## config.mk

```make
export PLATFORM = sky130hd
export DESIGN_NAME = mbr_host
export DESIGN_NICKNAME = d
export VERILOG_FILES = /design/src/core/mbr_pkg.sv /design/src/core/mbr_recovery_guard.sv /design/src/core/mbr_host.sv
export SDC_FILE = /design/constraint.sdc
export NUM_CORES = 1
export LEC_CHECK = 0
export ABC_AREA = 0
export BUFFER_PORTS_ARGS = -buffer_cell sky130_fd_sc_hd__buf_2
export CORE_MARGIN = 2
export CORE_UTILIZATION = 50
export CTS_CLUSTER_SIZE = 28
export DETAILED_ROUTE_END_ITERATION = 10
export PLACE_DENSITY = 0.7
export RECOVER_POWER = 25
export SYNTH_ARGS = -nofsm -noshare
export SYNTH_HDL_FRONTEND = slang
export SYNTH_SLANG_ARGS = --single-unit
```

## constraint.sdc

```tcl
create_clock -name clk -period 3.2 [get_ports clk]
set_input_delay 0.16 -clock clk [delete_from_list [all_inputs] [get_ports clk]]
set_output_delay 0.16 -clock clk [all_outputs]
set_load 0.05 [all_outputs]
```

## src/core/mbr_pkg.sv

```systemverilog
// Constants, register map and timing for the multiplexed-bus memory/clock host
package mbr_pkg;
  // Clock and timing figures
  localparam int CLK_MHZ = 20;
  localparam int T_AS_NS = 20;
  localparam int T_ASLASH_NS = 15;
  localparam int T_ASHRW_NS = 15;
  localparam int T_DS_NS = 60;
  localparam int T_WLWH_NS = 50;
  localparam int T_RLDV_NS = 70;
  localparam int T_RLRH_NS = 70;
  localparam int T_RHDZ_NS = 25;
  localparam int T_REC_MIN_MS = 40;
  localparam int T_REC_MAX_MS = 200;

  function automatic int min_cycles(input int ns);
    int c;
    c = (ns * CLK_MHZ + 999) / 1000;
    return (c < 1) ? 1 : c;
  endfunction

  localparam int AS_LOW_CYCLES = (T_AS_NS > T_ASLASH_NS) ? min_cycles(T_AS_NS) :
    min_cycles(T_ASLASH_NS);
  localparam int AS_RISE_CYCLES = min_cycles(T_ASHRW_NS);
  localparam int DS_CYCLES = min_cycles(T_DS_NS);
  localparam int WL_CYCLES = min_cycles(T_WLWH_NS);
  localparam int RD_CYCLES = (T_RLDV_NS > T_RLRH_NS) ? min_cycles(T_RLDV_NS) :
    min_cycles(T_RLRH_NS);
  localparam int RHDZ_CYCLES = min_cycles(T_RHDZ_NS);
  localparam int REC_MAX_CYCLES = T_REC_MAX_MS * CLK_MHZ * 1000;

  // Address layout
  localparam int LOW_ADDR_BITS = 8;
  localparam int HIGH_ADDR_BITS = 5;
  localparam int ADDR_BITS = LOW_ADDR_BITS + HIGH_ADDR_BITS;

  // Register map
  localparam logic [12:0] REG_STATUS_FLAGS = 13'h1ff0;
  localparam logic [12:0] REG_SPARE_BYTE = 13'h1ff1;
  localparam logic [12:0] REG_ALARM_SECOND_MATCH = 13'h1ff2;
  localparam logic [12:0] REG_ALARM_MINUTE_MATCH = 13'h1ff3;
  localparam logic [12:0] REG_ALARM_HOUR_MATCH = 13'h1ff4;
  localparam logic [12:0] REG_ALARM_DAY_OF_MONTH_MATCH = 13'h1ff5;
  localparam logic [12:0] REG_IRQ_ENABLES = 13'h1ff6;
  localparam logic [12:0] REG_WD_CONFIG = 13'h1ff7;
  localparam logic [12:0] REG_RTC_CONTROL = 13'h1ff8;
  localparam logic [12:0] REG_TIME_SECONDS = 13'h1ff9;
  localparam logic [12:0] REG_TIME_MINUTES = 13'h1ffa;
  localparam logic [12:0] REG_TIME_HOURS = 13'h1ffb;
  localparam logic [12:0] REG_WEEKDAY_AND_TEST = 13'h1ffc;
  localparam logic [12:0] REG_DAY_OF_MONTH = 13'h1ffd;
  localparam logic [12:0] REG_CALENDAR_MONTH = 13'h1ffe;
  localparam logic [12:0] REG_CALENDAR_YEAR = 13'h1fff;

  // Field positions
  localparam int CTRL_WRITE_HALT_BIT = 7;
  localparam int CTRL_READ_HALT_BIT = 6;
  localparam int CTRL_CAL_SIGN_BIT = 5;
  localparam int CTRL_CAL_MAG_LSB = 0;
  localparam int CTRL_CAL_MAG_BITS = 5;
  localparam int OSC_HALT_BIT = 7;
  localparam int FREQ_TEST_SEL_BIT = 6;
  localparam int WD_STEER_BIT = 7;
  localparam int WD_MULTIPLIER_LSB = 2;
  localparam int WD_MULTIPLIER_BITS = 5;
  localparam int WD_RESOLUTION_LSB = 0;
  localparam int WD_RESOLUTION_BITS = 2;
  localparam int ALARM_IRQ_EN_BIT = 7;
  localparam int ALARM_BACKUP_EN_BIT = 5;
  localparam int ALARM_REPEAT_BIT = 7;
  localparam int WD_TIMEOUT_FLAG_BIT = 7;
  localparam int ALARM_HIT_FLAG_BIT = 6;
  localparam int BATTERY_LOW_FLAG_BIT = 4;
  localparam logic [7:0] FLAGS_ZERO_MASK = 8'h2f;

  // Time value masks and ranges
  localparam logic [7:0] SEC_MIN_MASK = 8'h7f;
  localparam logic [7:0] HOUR_MASK = 8'h3f;
  localparam logic [7:0] WEEKDAY_MASK = 8'h07;
  localparam logic [7:0] DATE_MASK = 8'h3f;
  localparam logic [7:0] MONTH_MASK = 8'h1f;
  localparam logic [7:0] SEC_MIN_MAX = 8'h59;
  localparam logic [7:0] HOUR_MAX = 8'h23;
  localparam logic [7:0] WEEKDAY_MAX = 8'h07;
  localparam logic [7:0] DATE_MAX = 8'h31;
  localparam logic [7:0] MONTH_MAX = 8'h12;
  localparam logic [7:0] YEAR_MAX = 8'h99;
  localparam logic [7:0] ONE_BASED_MIN = 8'h01;
  localparam logic [3:0] BCD_DIGIT_MAX = 4'h9;

  // Checks that a write to a time register carries a legal BCD value
  function automatic logic time_value_ok(input logic [12:0] a, input logic [7:0] d);
    logic [7:0] v;
    logic [7:0] lo;
    logic [7:0] hi;
    v = d;
    lo = 8'h00;
    hi = YEAR_MAX;
    case (a)
      REG_TIME_SECONDS, REG_TIME_MINUTES:
      begin
        v = d & SEC_MIN_MASK;
        hi = SEC_MIN_MAX;
      end
      REG_TIME_HOURS:
      begin
        v = d & HOUR_MASK;
        hi = HOUR_MAX;
      end
      REG_WEEKDAY_AND_TEST:
      begin
        v = d & WEEKDAY_MASK;
        lo = ONE_BASED_MIN;
        hi = WEEKDAY_MAX;
      end
      REG_DAY_OF_MONTH:
      begin
        v = d & DATE_MASK;
        lo = ONE_BASED_MIN;
        hi = DATE_MAX;
      end
      REG_CALENDAR_MONTH:
      begin
        v = d & MONTH_MASK;
        lo = ONE_BASED_MIN;
        hi = MONTH_MAX;
      end
      REG_CALENDAR_YEAR:
      begin
        v = d;
      end
      default:
      begin
        v = 8'h00;
      end
    endcase
    return (v[3:0] <= BCD_DIGIT_MAX) && (v >= lo) && (v <= hi);
  endfunction

  typedef enum logic [3:0] {
    ST_IDLE,
    ST_LOW_STROBE,
    ST_LOW_RISE,
    ST_HIGH_STROBE,
    ST_HIGH_RISE,
    ST_DATA_SETUP,
    ST_WRITE_PULSE,
    ST_WRITE_HOLD,
    ST_READ_PULSE,
    ST_READ_RELEASE
  } mbr_state_type;
endpackage

```

## src/core/mbr_recovery_guard.sv

```systemverilog
// Power-fail lockout and post-recovery wait for the host
`timescale 1ns/1ps
`default_nettype none
module mbr_recovery_guard #(
  parameter int REC_CYCLES = mbr_pkg::REC_MAX_CYCLES
) (
  input wire logic clk,
  input wire logic rst,
  input wire logic powerFail,
  output logic accessAllowed
);
  localparam int CW = $clog2(REC_CYCLES + 1);

  typedef struct packed {
    logic [CW-1:0] left;
    logic allowed;
  } mbr_guard_type;

  mbr_guard_type s;
  mbr_guard_type next_s;

  always_comb
  begin
    next_s = s;
    if (powerFail)
    begin
      next_s.left = CW'(REC_CYCLES);
      next_s.allowed = 1'b0;
    end
    else if (s.left != '0)
    begin
      next_s.left = s.left - CW'(1);
      next_s.allowed = 1'b0;
    end
    else
    begin
      next_s.allowed = 1'b1;
    end
  end

  always_ff @(posedge clk or posedge rst)
  begin
    if (rst)
    begin
      s <= '{left: CW'(REC_CYCLES), allowed: 1'b0};
    end
    else
    begin
      s <= next_s;
    end
  end

  assign accessAllowed = s.allowed;
endmodule
`default_nettype wire

```

## src/core/mbr_host.sv

```systemverilog
// Host controller driving the multiplexed-bus memory and clock device
// What this block does
// - Address bytes are latched low byte first, each with its own strobe, and only when changed or forgotten in a lockout.
// - Host drives data first, then asserts write enable; device stores it.
// - Host never asserts read enable and write enable together.
// - Time registers hold 24-hour BCD values within their stated ranges.
`timescale 1ns/1ps
`default_nettype none
module mbr_host #(
  parameter int REC_CYCLES = mbr_pkg::REC_MAX_CYCLES
) (
  input wire logic clk,
  input wire logic rst,
  input wire logic reqValid,
  input wire logic reqWrite,
  input wire logic [12:0] reqAddr,
  input wire logic [7:0] reqData,
  output logic reqReady,
  output logic rspValid,
  output logic rspFault,
  output logic [7:0] rspData,
  output logic linkReady,
  input wire logic powerFail,
  input wire logic [7:0] muxedBusIn,
  output logic [7:0] muxedBusOut,
  output logic muxedBusOeN,
  output logic lowAddrStrobeN,
  output logic highAddrStrobeN,
  output logic readEnableN,
  output logic writeEnableN,
  output logic chipSelectN
);
  typedef struct packed {
    mbr_pkg::mbr_state_type state;
    logic [3:0] cnt;
    logic [12:0] addr;
    logic [7:0] wdata;
    logic isWrite;
    logic [7:0] lowByte;
    logic [4:0] highByte;
    logic lowValid;
    logic highValid;
    logic [7:0] busOut;
    logic busOeN;
    logic lowStrobeN;
    logic highStrobeN;
    logic readN;
    logic writeN;
    logic selectN;
    logic rspValid;
    logic rspFault;
    logic [7:0] rspData;
  } mbr_host_type;

  mbr_host_type s;
  mbr_host_type next_s;
  logic accessAllowed;
  logic reqValueOk;

  mbr_recovery_guard #(
    .REC_CYCLES(REC_CYCLES)
  ) u_guard (
    .clk(clk),
    .rst(rst),
    .powerFail(powerFail),
    .accessAllowed(accessAllowed)
  );

  // Cycles spent in each state, minus one
  function automatic logic [3:0] entry_cnt(input mbr_pkg::mbr_state_type st);
    case (st)
      mbr_pkg::ST_LOW_STROBE, mbr_pkg::ST_HIGH_STROBE: entry_cnt = 4'(mbr_pkg::AS_LOW_CYCLES - 1);
      mbr_pkg::ST_LOW_RISE, mbr_pkg::ST_HIGH_RISE: entry_cnt = 4'(mbr_pkg::AS_RISE_CYCLES - 1);
      mbr_pkg::ST_DATA_SETUP: entry_cnt = 4'(mbr_pkg::DS_CYCLES - 1);
      mbr_pkg::ST_WRITE_PULSE: entry_cnt = 4'(mbr_pkg::WL_CYCLES - 1);
      mbr_pkg::ST_READ_PULSE: entry_cnt = 4'(mbr_pkg::RD_CYCLES - 1);
      mbr_pkg::ST_READ_RELEASE: entry_cnt = 4'(mbr_pkg::RHDZ_CYCLES - 1);
      default: entry_cnt = 4'h0;
    endcase
  endfunction

  assign reqValueOk = !reqWrite || mbr_pkg::time_value_ok(reqAddr, reqData);
  assign reqReady = (s.state == mbr_pkg::ST_IDLE) && accessAllowed;
  assign linkReady = accessAllowed;

  always_comb
  begin
    next_s = s;
    next_s.rspValid = 1'b0;
    if (s.cnt != 4'h0)
    begin
      next_s.cnt = s.cnt - 4'h1;
    end
    case (s.state)
      mbr_pkg::ST_IDLE:
      begin
        if (reqValid && reqReady)
        begin
          next_s.addr = reqAddr;
          next_s.wdata = reqData;
          next_s.isWrite = reqWrite;
          if (!reqValueOk)
          begin
            next_s.rspValid = 1'b1;
            next_s.rspFault = 1'b1;
          end
          else if (!s.lowValid || s.lowByte != reqAddr[7:0])
          begin
            next_s.state = mbr_pkg::ST_LOW_STROBE;
          end
          else if (!s.highValid || s.highByte != reqAddr[12:8])
          begin
            next_s.state = mbr_pkg::ST_HIGH_STROBE;
          end
          else
          begin
            next_s.state = reqWrite ? mbr_pkg::ST_DATA_SETUP : mbr_pkg::ST_READ_PULSE;
          end
        end
      end
      mbr_pkg::ST_LOW_STROBE:
      begin
        if (s.cnt == 4'h0)
        begin
          next_s.state = mbr_pkg::ST_LOW_RISE;
        end
      end
      mbr_pkg::ST_LOW_RISE:
      begin
        if (s.cnt == 4'h0)
        begin
          next_s.lowByte = s.addr[7:0];
          next_s.lowValid = 1'b1;
          if (!s.highValid || s.highByte != s.addr[12:8])
          begin
            next_s.state = mbr_pkg::ST_HIGH_STROBE;
          end
          else
          begin
            next_s.state = s.isWrite ? mbr_pkg::ST_DATA_SETUP : mbr_pkg::ST_READ_PULSE;
          end
        end
      end
      mbr_pkg::ST_HIGH_STROBE:
      begin
        if (s.cnt == 4'h0)
        begin
          next_s.state = mbr_pkg::ST_HIGH_RISE;
        end
      end
      mbr_pkg::ST_HIGH_RISE:
      begin
        if (s.cnt == 4'h0)
        begin
          next_s.highByte = s.addr[12:8];
          next_s.highValid = 1'b1;
          next_s.state = s.isWrite ? mbr_pkg::ST_DATA_SETUP : mbr_pkg::ST_READ_PULSE;
        end
      end
      mbr_pkg::ST_DATA_SETUP:
      begin
        if (s.cnt == 4'h0)
        begin
          next_s.state = mbr_pkg::ST_WRITE_PULSE;
        end
      end
      mbr_pkg::ST_WRITE_PULSE:
      begin
        if (s.cnt == 4'h0)
        begin
          next_s.state = mbr_pkg::ST_WRITE_HOLD;
        end
      end
      mbr_pkg::ST_WRITE_HOLD:
      begin
        next_s.state = mbr_pkg::ST_IDLE;
        next_s.rspValid = 1'b1;
        next_s.rspFault = 1'b0;
      end
      mbr_pkg::ST_READ_PULSE:
      begin
        if (s.cnt == 4'h0)
        begin
          next_s.state = mbr_pkg::ST_READ_RELEASE;
          next_s.rspData = muxedBusIn;
          next_s.rspValid = 1'b1;
          next_s.rspFault = 1'b0;
        end
      end
      mbr_pkg::ST_READ_RELEASE:
      begin
        if (s.cnt == 4'h0)
        begin
          next_s.state = mbr_pkg::ST_IDLE;
        end
      end
      default:
      begin
        next_s.state = mbr_pkg::ST_IDLE;
      end
    endcase
    // Lockout aborts any cycle and forgets the latched address
    if (!accessAllowed)
    begin
      next_s.lowValid = 1'b0;
      next_s.highValid = 1'b0;
      if (s.state != mbr_pkg::ST_IDLE)
      begin
        next_s.state = mbr_pkg::ST_IDLE;
        next_s.rspValid = 1'b1;
        next_s.rspFault = 1'b1;
      end
    end
    if (next_s.state != s.state)
    begin
      next_s.cnt = entry_cnt(next_s.state);
    end
    // Pin levels follow the state being entered
    next_s.busOeN = 1'b1;
    next_s.lowStrobeN = 1'b1;
    next_s.highStrobeN = 1'b1;
    next_s.readN = 1'b1;
    next_s.writeN = 1'b1;
    next_s.selectN = 1'b1;
    case (next_s.state)
      mbr_pkg::ST_LOW_STROBE, mbr_pkg::ST_LOW_RISE:
      begin
        next_s.busOut = next_s.addr[7:0];
        next_s.busOeN = 1'b0;
        next_s.lowStrobeN = (next_s.state != mbr_pkg::ST_LOW_STROBE);
      end
      mbr_pkg::ST_HIGH_STROBE, mbr_pkg::ST_HIGH_RISE:
      begin
        next_s.busOut = {3'b000, next_s.addr[12:8]};
        next_s.busOeN = 1'b0;
        next_s.highStrobeN = (next_s.state != mbr_pkg::ST_HIGH_STROBE);
      end
      mbr_pkg::ST_DATA_SETUP, mbr_pkg::ST_WRITE_PULSE, mbr_pkg::ST_WRITE_HOLD:
      begin
        next_s.busOut = next_s.wdata;
        next_s.busOeN = 1'b0;
        next_s.selectN = 1'b0;
        next_s.writeN = (next_s.state != mbr_pkg::ST_WRITE_PULSE);
      end
      mbr_pkg::ST_READ_PULSE:
      begin
        next_s.selectN = 1'b0;
        next_s.readN = 1'b0;
      end
      default:
      begin
        next_s.busOeN = 1'b1;
      end
    endcase
  end

  always_ff @(posedge clk or posedge rst)
  begin
    if (rst)
    begin
      s <= '{state: mbr_pkg::ST_IDLE, busOeN: 1'b1, lowStrobeN: 1'b1, highStrobeN: 1'b1,
        readN: 1'b1, writeN: 1'b1, selectN: 1'b1, default: '0};
    end
    else
    begin
      s <= next_s;
    end
  end

  assign rspValid = s.rspValid;
  assign rspFault = s.rspFault;
  assign rspData = s.rspData;
  assign muxedBusOut = s.busOut;
  assign muxedBusOeN = s.busOeN;
  assign lowAddrStrobeN = s.lowStrobeN;
  assign highAddrStrobeN = s.highStrobeN;
  assign readEnableN = s.readN;
  assign writeEnableN = s.writeN;
  assign chipSelectN = s.selectN;

  // Checks
  logic dataBeforeWrite;
  assign dataBeforeWrite = !muxedBusOeN && writeEnableN && !chipSelectN;
endmodule
`default_nettype wire

```

==> results_tabular.tex <==
\begin{tabular}{lr}
\hline
Metric & Value \\
\hline
\multicolumn{2}{l}{\textbf{Run status}} \\
\quad Failing checks & capacitance limit, slew limit \\
\quad Result of the run & complete, but fails checks \\
\multicolumn{2}{l}{\textbf{Cells and area}} \\
\quad Non-filler instance count after layout & 761 \\
\quad Area delta synth->final & 14.7\% \\
\quad Leading cell type in the layout, fill and taps excluded & nand2\_1 \\
\quad Final layout net count & 665 \\
\quad Antenna Cells & 0 \\
\quad Most frequent cells in the layout & nand2\_1, dfrtp\_1, buf\_2 \\
\quad Layout cells sized above 1 & 0.254 \\
\multicolumn{2}{l}{\textbf{Die}} \\
\quad Ports placed on the boundary & 60 \\
\quad Starting density of the core & 0.512 \\
\quad Core outline area & 0.0102 sq mm \\
\quad Full die area & around 0.011 sq mm \\
\quad Vertical extent of the die & 106 um \\
\quad Rows & 37 \\
\quad Die Wd & approximately 110 um \\
\multicolumn{2}{l}{\textbf{Critical path}} \\
\quad WS Path Type & input port to flip-flop \\
\quad CP arrival & 3.19 ns \\
\quad CP Max Fanout & 5 \\
\quad Critical path launch point type & input port \\
\quad Req. time, crit path & 3.48 ns \\
\quad Worst setup EP type & flip-flop \\
\multicolumn{2}{l}{\textbf{Clock tree}} \\
\quad Clk buf depth & 2 \\
\quad Clock insertion delay at the later pin of the skew report & 0.37 ns \\
\quad TritonCTS clock tree & done \\
\quad Cell at the root of the clock tree & clkbuf\_8 \\
\quad Level count of the clock H-tree & 3 \\
\quad Clock slew at the register clock pins of the worst setup and hold paths & around 0.090 ns \\
\quad Post-CTS Repair Setup Buffers & 0 \\
\quad Clock buffers created by TritonCTS & 9 \\
\quad TritonCTS Sinks & 92 \\
\multicolumn{2}{l}{\textbf{GRT}} \\
\quad Total GRT Usage & 0.219 \\
\quad Initial antenna violation count & 0 \\
\quad Maximum number of pins on one net before global-route repair & 76 \\
\quad First-pass GRT wire length & 19600 um \\
\quad Via count of the first global-routing pass & between 3000 and 4000 \\
\quad Gr ovfl total & 0 \\
\multicolumn{2}{l}{\textbf{Run}} \\
\quad Number of maximum-capacitance constraint violations & 1 \\
\multicolumn{2}{l}{\textbf{Logic synthesis}} \\
\quad Flip-flop and latch count after synthesis & 92 \\
\quad Fraction of registers with async set or reset after synthesis & 1.00 \\
\quad Sequential share of the synthesized area & 0.443 \\
\quad Syn Nets & 600 \\
\quad Biggest area consumer among synthesized cells & dfrtp\_1 \\
\quad Number of synthesized flops with an enable pin & 0 \\
\quad Top cells by area, synth & dfrtp\_1, nand2\_1, dfstp\_2, xnor2\_1, mux2\_2 \\
\quad Number of cells produced by synthesis & 555 \\
\quad YS warnings & 0 \\
\quad Synth Cell Area & 0.00524 sq mm \\
\quad Flip-flop cell with the highest count after synthesis & dfrtp\_1 \\
\quad Area share of the largest cell type after synthesis & 0.377 \\
\quad Count of unique library cells instantiated by Yosys & 75 \\
\quad Synthesized area divided by synthesized cell count & 9.44 sq um \\
\multicolumn{2}{l}{\textbf{STA}} \\
\quad Number of max-slew violations in the final report & 76 \\
\quad Post-layout min period & $\sim$3 ns \\
\quad Setup TNS & 0 ns \\
\quad Clock skew after layout & roughly 0.013 ns \\
\quad Fraction of the cycle the final worst path needs & 0.911 \\
\quad Hold Fails Final Rpt & 0 \\
\quad Unrepaired setup endpoints after global routing & no \\
\quad Measured slew at the worst slew-check pin & 1.79 ns \\
\quad Setup violations, final & 0 \\
\quad Upper clock frequency limit & between 300 and 400 MHz \\
\quad Worst slew slack as a fraction of its limit & -0.192 \\
\multicolumn{2}{l}{\textbf{Detailed routing}} \\
\quad Antenna violation net count after detailed routing & 0 \\
\quad Vias post-DR & 4158 \\
\quad Count of TritonRoute iterations in the first routing pass & 5 \\
\quad Drt drc & 0 \\
\quad Routed wire length & 11600 um \\
\quad Number of violations reported at the end of detailed-routing iteration 0 & 283 \\
\quad Vias per std cell & 5.46 \\
\quad Wire per inst & 15.2 um \\
\multicolumn{2}{l}{\textbf{Power and ir drop}} \\
\quad Worst vdd rail ir drop & 302 uV \\
\quad Cell area power density & between 600 and 700 mW/mm\^{}2 \\
\quad LEAKAGE & 2.77 nW \\
\multicolumn{2}{l}{\textbf{Placement}} \\
\quad Final HPWL DP & about 8500 um \\
\quad Last weighted congestion value of the routability-driven placer & a little under 0.9 \\
\quad Port Buf Inserts & 59 \\
\quad Placed instance count & 742 \\
\multicolumn{2}{l}{\textbf{Min path}} \\
\quad Path type of the worst min-delay path & input port to flip-flop \\
\hline
\end{tabular}
[Yosys cell counts (all sizes together), types with 2 or more instances]
| library cell | n |
|---|---|
| nand3b | 3 |
| or2 | 2 |
| nand3 | 15 |
| or3 | 6 |
| o2bb2ai | 2 |
| a2bb2oi | 5 |
| a21oi | 25 |
| nand4b | 2 |
| nor2 | 33 |
| nor4 | 6 |
| o211a | 4 |
| nor3 | 18 |
| nor3b | 3 |
| xor2 | 10 |
| and3 | 7 |
| o211ai | 5 |
| o41ai | 2 |
| clkbuf | 8 |
| a22oi | 3 |
| dfstp | 13 |
| inv | 18 |
| xnor2 | 30 |
| nand2b | 8 |
| mux2i | 5 |
| a211oi | 6 |
| buf | 33 |
| or3b | 2 |
| o221ai | 5 |
| nor4b | 3 |
| mux2 | 14 |
| nand4 | 9 |
| nand2 | 113 |
| ha | 11 |
| nor2b | 2 |
| o21ai | 24 |
| dfrtp | 79 |
| or4 | 4 |
[cell families after synthesis]
logic type                 after synthesis  share of synthesized area
and+or+nand+nor                        238                      0.231
buffers and inverters                   59                     0.0599
DFF                                     92                      0.443
AOI/OAI and AO/OA                       96                      0.134
xor gates and xnor gates                40                     0.0669
muxes                                   19                     0.0396
adders and majority gates               11                     0.0263
[routing by layer]
layer / GRT usage / share of wire / up-vias
met4: 0.0630 / 0.014 / 0
li1: - / - / 2048
met5: 0 / 0 / -
met1: 0.320 / 0.49 / 2007
met3: 0.0417 / 0.042 / 14
met2: 0.330 / 0.46 / 89
[flip-flops by register name, summed over array words and instances (netlist names)]
| name | cells |
|---|---|
| readEnableN | 1 |
| muxedBusOeN | 1 |
| chipSelectN | 1 |
| u_guard.s | 22 |
| highAddrStrobeN | 1 |
| writeEnableN | 1 |
| rspValid | 1 |
| lowAddrStrobeN | 1 |
| rspFault | 1 |
| rspData | 8 |
| muxedBusOut | 8 |
| u_guard.accessAllowed | 1 |
| s | 45 |
[final timing paths]
path / startpoint / to / slack [ns] / depth (start not counted)
worst max-delay path: reqAddr[9] / s[62] / 0.28 / 16
worst min-delay path: muxedBusIn[0] / rspData[0] / 0.02 / 2
worst max register to register: s[61] / muxedBusOut[0] / 0.34 / 13
max in group asynchronous: rst / s[25] / 0.59 / 4
worst min register to register: s[54] / s[37] / 0.48 / 2
min in group asynchronous: rst / s[61] / 0.44 / 3
[critical path, cell delays in order]
cell	delay, ns
buf_2	0.09
nand4_1	0.22
nor3_4	0.28
nand2_1	0.12
a21oi_1	0.16
ha_1	0.24
nand2b_1	0.17
nor3_1	0.16
o2bb2ai_1	0.14
a311oi_1	0.15
and2_1	0.19
a211o_1	0.38
xnor2_1	0.22
nand4_2	0.15
buf_4	0.16
a211oi_1	0.20
[final cells by class]
| cell class | instances | area [sq um] |
|---|---|---|
| clock inverters | 6 | 118 |
| fillers | 890 | 4220 |
| inverters | 18 | 68.8 |
| multi-input cells | 404 | 2610 |
| well taps | 136 | 170 |
| flip-flops and latches | 92 | 2320 |
| repair buffers | 95 | 583 |
| clock buffers | 10 | 138 |
[power by group]
| part | leakage (nW) | total, W | internal [W] | switching (W) |
|---|---|---|---|---|
| registers | 1.21 | 0.00141 | 0.00130 | 0.000105 |
| logic | 1.44 | 0.00137 | 0.000524 | 0.000845 |
| clock network | 0.125 | 0.000978 | 0.000548 | 0.000430 |
[per-stage QoR]
step | hold WS (ns) | setup WS (ns) | total power (W) | instance area, sq um | utilization
2_1_floorplan | 0.285 | 0.135 | 0.00250 | 5240 | -
3_3_place_gp | 0.134 | -0.0864 | 0.00276 | 5730 | 0.560
3_5_place_dp | 0.137 | -0.185 | 0.00279 | 5730 | 0.560
4_1_cts | 0.00442 | 0.200 | 0.00377 | 6010 | 0.587
5_1_grt | 0.00570 | 0.0262 | 0.00396 | 6010 | 0.587
6_report | 0.0213 | 0.284 | 0.00375 | 6010 | 0.587
[repair_timing]
action | 4_1_cts | 5_1_grt
hold buffers | 2 | 1
endpoints found under the hold margin | 18 | 1
resized for setup | 0 | 1
endpoints found under the setup margin | 0 | 5
Note: power is estimated with default switching activity, not from simulation.
